### src/core/line_timing_cfg.svh
// Timing counts and sizes for the line frame timing and alarm block
`ifndef LINE_TIMING_CFG_SVH
`define LINE_TIMING_CFG_SVH
`define FRAME_CYCLES      12'd2430
`define FRAME_LAST        12'd2429
`define LINE_RATE_KHZ     155520
`define BYTE_CLK_DIV      8
`define ALARM_SRC_COUNT   14
`define CHAN_COUNT        4
`endif

### src/core/line_timing_pkg.sv
// Types shared by the line frame timing and alarm block
package line_timing_pkg;
	typedef struct packed {
		logic loop_timed;     // Channel transmit timed from recovered clock
		logic line_loopback;  // Channel in line loopback
		logic frame_align_en; // Channel follows the global frame counter
	} chan_cfg_t;
	typedef struct packed {
		logic [13:0] active;  // Detected alarm conditions, one bit each
		logic [13:0] enable;  // Per-source enables from both alarm controls
	} chan_alarm_t;
endpackage : line_timing_pkg

### src/core/line_frame_timing_alarm.sv
// Line-side transmit timing, frame pulse and receive alarm logic
// ===========================================================================

`timescale 1ns/1ps
`default_nettype none
`include "line_timing_cfg.svh"

module line_frame_timing_alarm #(
	parameter int CHANNELS = `CHAN_COUNT
) (
	input  wire logic                    mclk,                // 100 MHz clock
	input  wire logic                    rst_n,               // Sync reset
	input  wire line_timing_pkg::chan_alarm_t [CHANNELS-1:0] alarm_in, // Alarms
	input  wire line_timing_pkg::chan_cfg_t [CHANNELS-1:0] chan_cfg, // Modes
	input  wire logic                    line_clock_output_enable, // Line clk
	input  wire logic                    line_clk_syn,        // Synth line clk
	input  wire logic [CHANNELS-1:0]     line_data_in,        // Tx serial data
	input  wire logic [CHANNELS-1:0]     recovered_byte_clock, // Per channel
	input  wire logic                    frame_position_in,   // Pin, async
	input  wire logic                    timing_source_select, // 1 ignores pin
	input  wire logic                    byte_clock_is_synth, // Pin carries syn
	input  wire logic [1:0]              pulse_channel_select, // Pulse source
	output logic [CHANNELS-1:0]          receive_alarm_out,   // Per channel
	output logic [CHANNELS-1:0]          transmit_line_clock, // Gated line clk
	output logic [CHANNELS-1:0]          transmit_line_data,  // Serial data
	output logic                         tx_byte_clock_out,   // Line clk / 8
	output logic                         frame_pulse_out,     // 8 kHz pulse
	output logic [CHANNELS-1:0]          chan_byte_clock,     // Tx timing
	output logic [CHANNELS-1:0]          chan_frame_start     // Tx frame start
);
	// =======================================================================
	// Input synchronisers: three stages, a change counts when 2 and 3 agree
	// Costs one cycle of latency, but a single metastable sample can
	// never turn into a false clock edge or a false marker
	logic [2:0] fpi_sync_q, fpi_sync_d;
	logic [2:0] lck_sync_q, lck_sync_d;
	logic [CHANNELS-1:0] rbc1_q, rbc2_q, rbc3_q;
	logic [CHANNELS-1:0] rbc1_d, rbc2_d, rbc3_d;
	logic fpi_level_q, fpi_level_d;
	logic lck_level_q, lck_level_d;
	logic [CHANNELS-1:0] rbc_level_q, rbc_level_d;
	always_comb
	begin
		fpi_sync_d = {fpi_sync_q[1:0], frame_position_in};
		lck_sync_d = {lck_sync_q[1:0], line_clk_syn};
		rbc1_d = recovered_byte_clock;
		rbc2_d = rbc1_q;
		rbc3_d = rbc2_q;
		fpi_level_d = (fpi_sync_q[1] == fpi_sync_q[2]) ? fpi_sync_q[2]
			: fpi_level_q;
		lck_level_d = (lck_sync_q[1] == lck_sync_q[2]) ? lck_sync_q[2]
			: lck_level_q;
		for (int i = 0; i < CHANNELS; i++)
			rbc_level_d[i] = (rbc2_q[i] == rbc3_q[i]) ? rbc3_q[i]
				: rbc_level_q[i];
	end
	always_ff @(posedge mclk)
	begin
		if (!rst_n)
		begin
			fpi_sync_q  <= 3'h0;
			lck_sync_q  <= 3'h0;
			rbc1_q      <= '0;
			rbc2_q      <= '0;
			rbc3_q      <= '0;
			fpi_level_q <= 1'b0;
			lck_level_q <= 1'b0;
			rbc_level_q <= '0;
		end
		else
		begin
			fpi_sync_q  <= fpi_sync_d;
			lck_sync_q  <= lck_sync_d;
			rbc1_q      <= rbc1_d;
			rbc2_q      <= rbc2_d;
			rbc3_q      <= rbc3_d;
			fpi_level_q <= fpi_level_d;
			lck_level_q <= lck_level_d;
			rbc_level_q <= rbc_level_d;
		end
	end

	// =======================================================================
	// Line clock edges, byte clock divider and frame counter
	logic       lck_rise, lck_fall;
	logic [2:0] div_q, div_d;
	logic       bclk_q, bclk_d;
	logic       bclk_rise;
	logic [11:0] fcnt_q, fcnt_d;
	logic       fpi_take;
	logic       fp_q, fp_d;
	logic [CHANNELS-1:0] line_clk_q, line_clk_d;
	logic [CHANNELS-1:0] line_data_q, line_data_d;
	logic [CHANNELS-1:0] alarm_q, alarm_d;
	logic [CHANNELS-1:0] cbclk_q, cbclk_d;
	logic [CHANNELS-1:0] cfs_q, cfs_d;

	// Alarm reduction shared by every channel
	function automatic logic alarm_any(
		input line_timing_pkg::chan_alarm_t a
	);
		alarm_any = |(a.active & a.enable);
	endfunction : alarm_any

	assign lck_rise = lck_level_d & ~lck_level_q;
	assign lck_fall = ~lck_level_d & lck_level_q;
	// Divider edge: byte clock rises on line clock rise with count three
	// The divider starts at zero after reset, so the first byte clock
	// rise needs four line clock rises
	assign bclk_rise = lck_rise && (div_q == 3'h3);
	// Realignment is gated so a stale marker can never pull the shared
	// counter while the byte clock pin is not the synthesized clock
	// Pin sampled on byte clock rise, only when timing source is synth
	assign fpi_take = bclk_rise && !timing_source_select
		&& byte_clock_is_synth && fpi_level_q;

	always_comb
	begin
		div_d = div_q;
		bclk_d = bclk_q;
		if (lck_rise)
		begin
			div_d = div_q + 3'h1;
			bclk_d = (div_q == 3'h3) ? 1'b1
				: (div_q == 3'h7) ? 1'b0 : bclk_q;
		end
		// A taken marker wins over the natural wrap, so realignment
		// always lands on the same byte clock rise that sampled it
		fcnt_d = fcnt_q;
		fp_d = fp_q;
		if (bclk_rise)
		begin
			if (fpi_take)
				fcnt_d = 12'h000;
			else if (fcnt_q == `FRAME_LAST)
				fcnt_d = 12'h000;
			else
				fcnt_d = fcnt_q + 12'h001;
			fp_d = 1'b0;
		end
		cfs_d = '0;
		for (int i = 0; i < CHANNELS; i++)
		begin
			// Loop-timed channels use the recovered clock level instead
			cbclk_d[i] = chan_cfg[i].loop_timed ? rbc_level_q[i]
				: bclk_d;
			if (bclk_rise && fcnt_d == 12'h000 && chan_cfg[i].frame_align_en
				&& !chan_cfg[i].loop_timed)
				cfs_d[i] = 1'b1;
			line_clk_d[i] = line_clock_output_enable & lck_level_d;
			line_data_d[i] = lck_fall ? line_data_in[i]
				: line_data_q[i];
			alarm_d[i] = alarm_any(alarm_in[i]);
		end
		// Pulse taken from the chosen self-timed channel's frame start, or from counter zero if that channel is not loop timed, aligns not and is not in line loopback
		if (bclk_rise)
			fp_d = cfs_d[pulse_channel_select]
				|| (fcnt_d == 12'h000 && !chan_cfg[pulse_channel_select]
				.frame_align_en && !chan_cfg[pulse_channel_select]
				.loop_timed && !chan_cfg[pulse_channel_select]
				.line_loopback);
	end
	always_ff @(posedge mclk)
	begin
		if (!rst_n)
		begin
			div_q       <= 3'h0;
			bclk_q      <= 1'b0;
			fcnt_q      <= 12'h000;
			fp_q        <= 1'b0;
			cbclk_q     <= '0;
			cfs_q       <= '0;
			line_clk_q  <= '0;
			line_data_q <= '0;
			alarm_q     <= '0;
		end
		else
		begin
			div_q       <= div_d;
			bclk_q      <= bclk_d;
			fcnt_q      <= fcnt_d;
			fp_q        <= fp_d;
			cbclk_q     <= cbclk_d;
			cfs_q       <= cfs_d;
			line_clk_q  <= line_clk_d;
			line_data_q <= line_data_d;
			alarm_q     <= alarm_d;
		end
	end

	// Every output comes straight from a register
	assign tx_byte_clock_out   = bclk_q;
	assign frame_pulse_out     = fp_q;
	assign chan_byte_clock     = cbclk_q;
	assign chan_frame_start    = cfs_q;
	assign transmit_line_clock = line_clk_q;
	assign transmit_line_data  = line_data_q;
	assign receive_alarm_out   = alarm_q;

	// =======================================================================
	// Checks
	a_counter_range: assert property (@(posedge mclk) disable iff (!rst_n)
		fcnt_q <= `FRAME_LAST) else $error("frame counter out of range");
	a_clock_gated: assert property (@(posedge mclk) disable iff (!rst_n)
		!line_clock_output_enable |=> transmit_line_clock == '0)
		else $error("line clock driven while disabled");
	a_alarm_follow: assert property (@(posedge mclk) disable iff (!rst_n)
		receive_alarm_out[0] == $past(alarm_any(alarm_in[0])))
		else $error("alarm output wrong");
	a_alarm_masked: assert property (@(posedge mclk) disable iff (!rst_n)
		(alarm_in[1].enable == 14'h0000) |=> !receive_alarm_out[1])
		else $error("disabled alarm reached output");
	a_data_fall: assert property (@(posedge mclk) disable iff (!rst_n)
		$changed(transmit_line_data) |-> $past(lck_fall))
		else $error("line data changed off falling edge");
	a_pulse_rise: assert property (@(posedge mclk) disable iff (!rst_n)
		$changed(frame_pulse_out) |-> $past(bclk_rise))
		else $error("frame pulse changed off byte clock rise");
	a_sel_ignores: assert property (@(posedge mclk) disable iff (!rst_n)
		timing_source_select |-> !fpi_take)
		else $error("position input used while ignored");
	a_align_restart: assert property (@(posedge mclk) disable iff (!rst_n)
		fpi_take |=> fcnt_q == 12'h000)
		else $error("counter not realigned");
	a_loop_noalign: assert property (@(posedge mclk) disable iff (!rst_n)
		chan_cfg[0].loop_timed |=> !chan_frame_start[0])
		else $error("loop-timed channel aligned");
	a_byte_half: assert property (@(posedge mclk) disable iff (!rst_n)
		bclk_rise |=> tx_byte_clock_out)
		else $error("byte clock did not rise");

	// =======================================================================
	// Frame counter and alignment checks
	a_align_start: assert property (@(posedge mclk) disable iff (!rst_n)
		(fpi_take && chan_cfg[1].frame_align_en && !chan_cfg[1].loop_timed)
		|=> chan_frame_start[1]) else $error("aligned start missing");
	a_count_wrap: assert property (@(posedge mclk) disable iff (!rst_n)
		(bclk_rise && !fpi_take && fcnt_q == `FRAME_LAST) |=> fcnt_q == 12'h000)
		else $error("frame counter did not wrap");
	a_count_step: assert property (@(posedge mclk) disable iff (!rst_n)
		(bclk_rise && !fpi_take && fcnt_q != `FRAME_LAST)
		|=> fcnt_q == $past(fcnt_q) + 12'h001) else $error("bad step");
	a_count_hold: assert property (@(posedge mclk) disable iff (!rst_n)
		!bclk_rise |=> $stable(fcnt_q))
		else $error("frame counter moved off byte clock rise");
	a_pulse_stands: assert property (@(posedge mclk) disable iff (!rst_n)
		(frame_pulse_out && !bclk_rise) |=> frame_pulse_out)
		else $error("frame pulse dropped early");
	a_start_single: assert property (@(posedge mclk) disable iff (!rst_n)
		chan_frame_start[1] |=> !chan_frame_start[1])
		else $error("frame start longer than one cycle");

	// =======================================================================
	// Channel timing and line side checks
	a_loop_clock: assert property (@(posedge mclk) disable iff (!rst_n)
		chan_cfg[0].loop_timed |=> chan_byte_clock[0] == $past(rbc_level_q[0]))
		else $error("loop clock not from recovered clock");
	a_self_clock: assert property (@(posedge mclk) disable iff (!rst_n)
		!chan_cfg[1].loop_timed |=> chan_byte_clock[1] == tx_byte_clock_out)
		else $error("self-timed clock not byte clock");
	a_pulse_loop: assert property (@(posedge mclk) disable iff (!rst_n)
		(bclk_rise && chan_cfg[pulse_channel_select].loop_timed)
		|=> !frame_pulse_out) else $error("pulse from loop channel");
	a_clock_follow: assert property (@(posedge mclk) disable iff (!rst_n)
		line_clock_output_enable |=> transmit_line_clock[1] == $past(lck_level_d))
		else $error("enabled line clock wrong");
	a_alarm_last: assert property (@(posedge mclk) disable iff (!rst_n)
		receive_alarm_out[3] == $past(alarm_any(alarm_in[3])))
		else $error("alarm output wrong on last channel");
	a_divider_fall: assert property (@(posedge mclk) disable iff (!rst_n)
		(lck_rise && div_q == 3'h7) |=> !tx_byte_clock_out)
		else $error("byte clock did not fall");

	// =======================================================================
	// Cover points
	c_pulse: cover property (@(posedge mclk) disable iff (!rst_n)
		$rose(frame_pulse_out));
	c_ignored: cover property (@(posedge mclk) disable iff (!rst_n)
		timing_source_select && bclk_rise && fpi_level_q);
	c_loop_clock: cover property (@(posedge mclk) disable iff (!rst_n)
		$rose(chan_byte_clock[0]));
	c_align: cover property (@(posedge mclk) disable iff (!rst_n) fpi_take);
	c_alarm: cover property (@(posedge mclk) disable iff (!rst_n)
		$rose(receive_alarm_out[0]));
endmodule : line_frame_timing_alarm
`default_nettype wire

### config.mk
export PLATFORM = sky130hd
export DESIGN_NAME = line_frame_timing_alarm
export DESIGN_NICKNAME = d
export VERILOG_FILES = /design/src/core/line_timing_pkg.sv /design/src/core/line_frame_timing_alarm.sv
export VERILOG_INCLUDE_DIRS = /design/src /design/src/core
export SDC_FILE = /design/constraint.sdc
export NUM_CORES = 1
export LEC_CHECK = 0
export BUFFER_PORTS_ARGS = -buffer_cell sky130_fd_sc_hd__buf_2
export CAP_MARGIN = 20
export CORE_AREA = 5 5 90 92
export DETAILED_ROUTE_END_ITERATION = 7
export DIE_AREA = 0 0 95 97
export PLACE_DENSITY = 0.76
export SLEW_MARGIN = 0
export SYNTH_ARGS = -nofsm -noshare
export SYNTH_HDL_FRONTEND = slang
export SYNTH_SLANG_ARGS = --single-unit
### constraint.sdc
create_clock -name mclk -period 6.2 [get_ports mclk]
set_input_delay 0.31 -clock mclk [delete_from_list [all_inputs] [get_ports mclk]]
set_output_delay 0.31 -clock mclk [all_outputs]
set_load 0.01 [all_outputs]
==> metrics.yaml <==
final_area_um2: 3650
cellPowerDensity_nw_per_um2: 232
synth.ff_latch_count: 58
vdd_drop_max_mv: 0.125
cts_max_path_buffers: 2
finalClockSkew_ns: 0.00915
synth_top_family_by_area: "simple AND/OR/NAND/NOR gates"
yosysWarningCount: 0
multiInputGateArea_um2: 1300
report.final.slew_viol_count: 0
path_cells: "ha_1, ha_1, nand4b_2, nor4_1, xnor2_1, nand3_1, o21a_1, nor4_2"
max_freq_ghz: 0.431
die_h_um: 97
timing.critical_path.to_type: "flip-flop"
num_io_pins: 163
synth.top_cell.area_share_pct: 45.4
timing.reg2reg.worst_path_depth: 8
htree_num_levels: 3
report.final.setup_viol: 0
min_period_ns: 2.32
final_hold_viols: 0
synthCells: 272
initial_antenna_violation_count: 0
cts_hold_buf: 0
post_synth_mux_area_share_pct: 2.45
count_of_nets_left_with_antenna_violations_after_detail_routing: 0
synth-simple-area-share_pct: 24.3
synth.cells.most_frequent: "dfxtp_1 (58), and2_1 (26), nand2_1 (22), a22oi_1 (20), nand3_1 (15)"
leakagePower_uw: 0.00168
yosys.area.top_type: "dfxtp_1"
initialDrtViolationCount: 82
synth_edf_count: 0
flip_flop_and_latch_area_um2: 1160
syn_nets: 417
cts_num_sinks: 58
placed_cell_area_um2: 3420
gpl.final_weighted_congestion: 0.871
max_cap_viol_count: 0
tritoncts: "yes"
per_cell_via_count_in_the_routed_design: 4.89
dominantRegCellSynth: "dfxtp_1"
drt_first_pass_iters: 4
cts_resized: 0
critPathMaxStageDelay_ns: 0.41
grt_overflow: 0
post_cts_setup_driven_buffer_insertion_count: 0
instance_count_along_the_most_critical_hold_path: 2
avgRoutedWirePerCell_um: 13.7
placement.io_buffers: 162
initial_utilization_pct: 35.8
dieArea_um2: 9220
gr-usage-all-layers_pct: 16.3
num_antenna_cells: 0
areaGrowthSynthToFinish_pct: 42.8
routed_wl_um: 7300
synth_compound_gate_area_share_pct: 18.3
latest_clock_arrival_within_the_worst_skew_pair_ns: 0.32
dp.final_hpwl_um: 6080
fin_crit_sh_pct: 37.4
cts-buffers-inserted: 9
min-delay-path-class: "in -> reg"
synth-xor-area-share_pct: 3.77
synth_cell_types: 40
post_synth_main_area_contributors: "dfxtp_1 (45%), and2_1 (6.4%), a22oi_1 (5.9%)"
drt_drc_violations_left: 0
first_global_vias: 2708
status: "completed"
die_width_um: 95
floorplan.rows: 31
wp_data_arrival_ns: 2.55
worstSetupPathType: "reg -> reg"
post_synth_fa_ha_maj_area_fraction_pct: 1.96
syn_area_um2: 2550
critPathSlowestCell: "nor4_1"
tightest_slew_ns: 0.779
number_of_vias_after_detailed_routing: 2618
worst_path_most_repeated_cell: "ha_1"
setup.worst_path.start_class: "flip-flop"
max_fo_critical_path: 10
ctsRootBufferMaster: "clkbuf_8"
grt_setup_unrepaired: "false"
design.core.area_um2: 7140
max-slew-margin-rel_pct: 48.0
clkTransAtPathRegs_ns: 0.07
grt_max_degree: 46
tns_ns: 0
layout_net_count: 577
synth.yosys.seq_area_share_pct: 45.4
fill_cells: 688
drive_gt1_share_pct: 42.4
postSynthAreaPerCell_um2: 9.39
worst_ep_required_time_ns: 6.43
grt_pass1_wl_um: 11900
async_flop_share_pct: 0
most_frequent_cell_after_synthesis: "dfxtp_1"
-- stage by stage --
stage          hold slack, ns  util (%)  power, uW  setup slack, ns  std cells
2_1_floorplan           0.384         -        415             4.18        272
3_3_place_gp            0.413      47.9        464             4.01        520
3_5_place_dp            0.423      47.9        466             3.89        520
4_1_cts                 0.170      51.1        857             3.83        535
5_1_grt                 0.171      51.1        880             3.65        535
6_report                0.188      51.1        846             3.88        535
-- flip-flops by register name (all words and copies together), names as in the netlist --
register             cells
lck_sync_q               3
fpi_level_q              1
rbc3_q                   4
transmit_line_clock      1
rbc2_q                   4
fcnt_q                  12
frame_pulse_out          1
rbc_level_q              4
receive_alarm_out        4
transmit_line_data       4
fpi_sync_q               3
chan_frame_start         4
lck_level_q              1
tx_byte_clock_out        1
div_q                    3
chan_byte_clock          4
rbc1_q                   4
-- critical path, delay by kind of cell (launching register included) --
kind / cells / cell delay (ns)
AOI/OAI and AO/OA: 1 / 0.27
xor gates and xnor gates: 1 / 0.18
adders and majority gates: 2 / 0.44
DFF: 1 / 0.35
and+or+nand+nor: 4 / 0.99
-- cells by family (layout without fill, tap and decap cells) --
logic type | Yosys count | count (layout)
compound gates | 64 | 64
xor+xnor | 11 | 11
fa+ha+maj | 4 | 4
buf+inv | 21 | 185
flops | 58 | 58
mux | 5 | 5
simple gates | 109 | 109
-- cell usage in the layout, fill, tap and decap left out, types with 2 or more instances in the layout --
cell,Yosys,final
dfxtp_1,58,58
nor3_1,5,5
inv_1,8,8
a32o_1,2,2
clkinvlp_4,0,2
a22o_1,4,4
clkbuf_8,0,11
nor4_1,5,5
nand4_1,4,4
and2_1,26,26
mux2i_1,4,4
nor2b_1,7,7
o21a_1,5,5
buf_2,2,162
nor2_1,13,13
a221oi_1,4,4
a21oi_1,7,7
bufinv_16,0,2
nand3_1,15,15
xnor2_1,10,10
a22oi_1,20,20
nor4_2,3,3
ha_1,4,4
nand2_1,22,22
nand3b_1,3,3
o21ai_0,10,10
a21boi_0,7,7
-- layer usage --
layer  up-vias  wire, um  global-route usage, %
met5         -         0                      0
met4         0       213                   7.77
met3        16       516                   4.73
met2       114      4030                   29.9
met1      1193      2540                   16.3
li1       1295         -                      -
-- report_power, final --
group	switching (uW)	internal, uW
combinational	28.1	46.8
sequential	2.64	379
clock	143	246
-- worst paths after layout --
path                                                from                      to  slack (ns)
worst min register to register             fpi_sync_q[0]           fpi_sync_q[1]        0.43
worst max-delay path                            div_q[0]     chan_frame_start[0]        3.88
worst max register to register                  div_q[0]     chan_frame_start[0]        3.88
worst min-delay path            line_clock_output_enable  transmit_line_clock[0]        0.19
-- cell type report --
cell class / count / area share (%)
Multi-Input combinational cell: 193 / 35.5
Sequential cell: 58 / 31.8
Timing Repair Buffer: 162 / 22.2
Clock buffer: 11 / 4.15
Tap cell: 99 / 3.40
Clock inverter: 4 / 2.06
Inverter: 8 / 0.823
(Power assumes the default switching activity.)
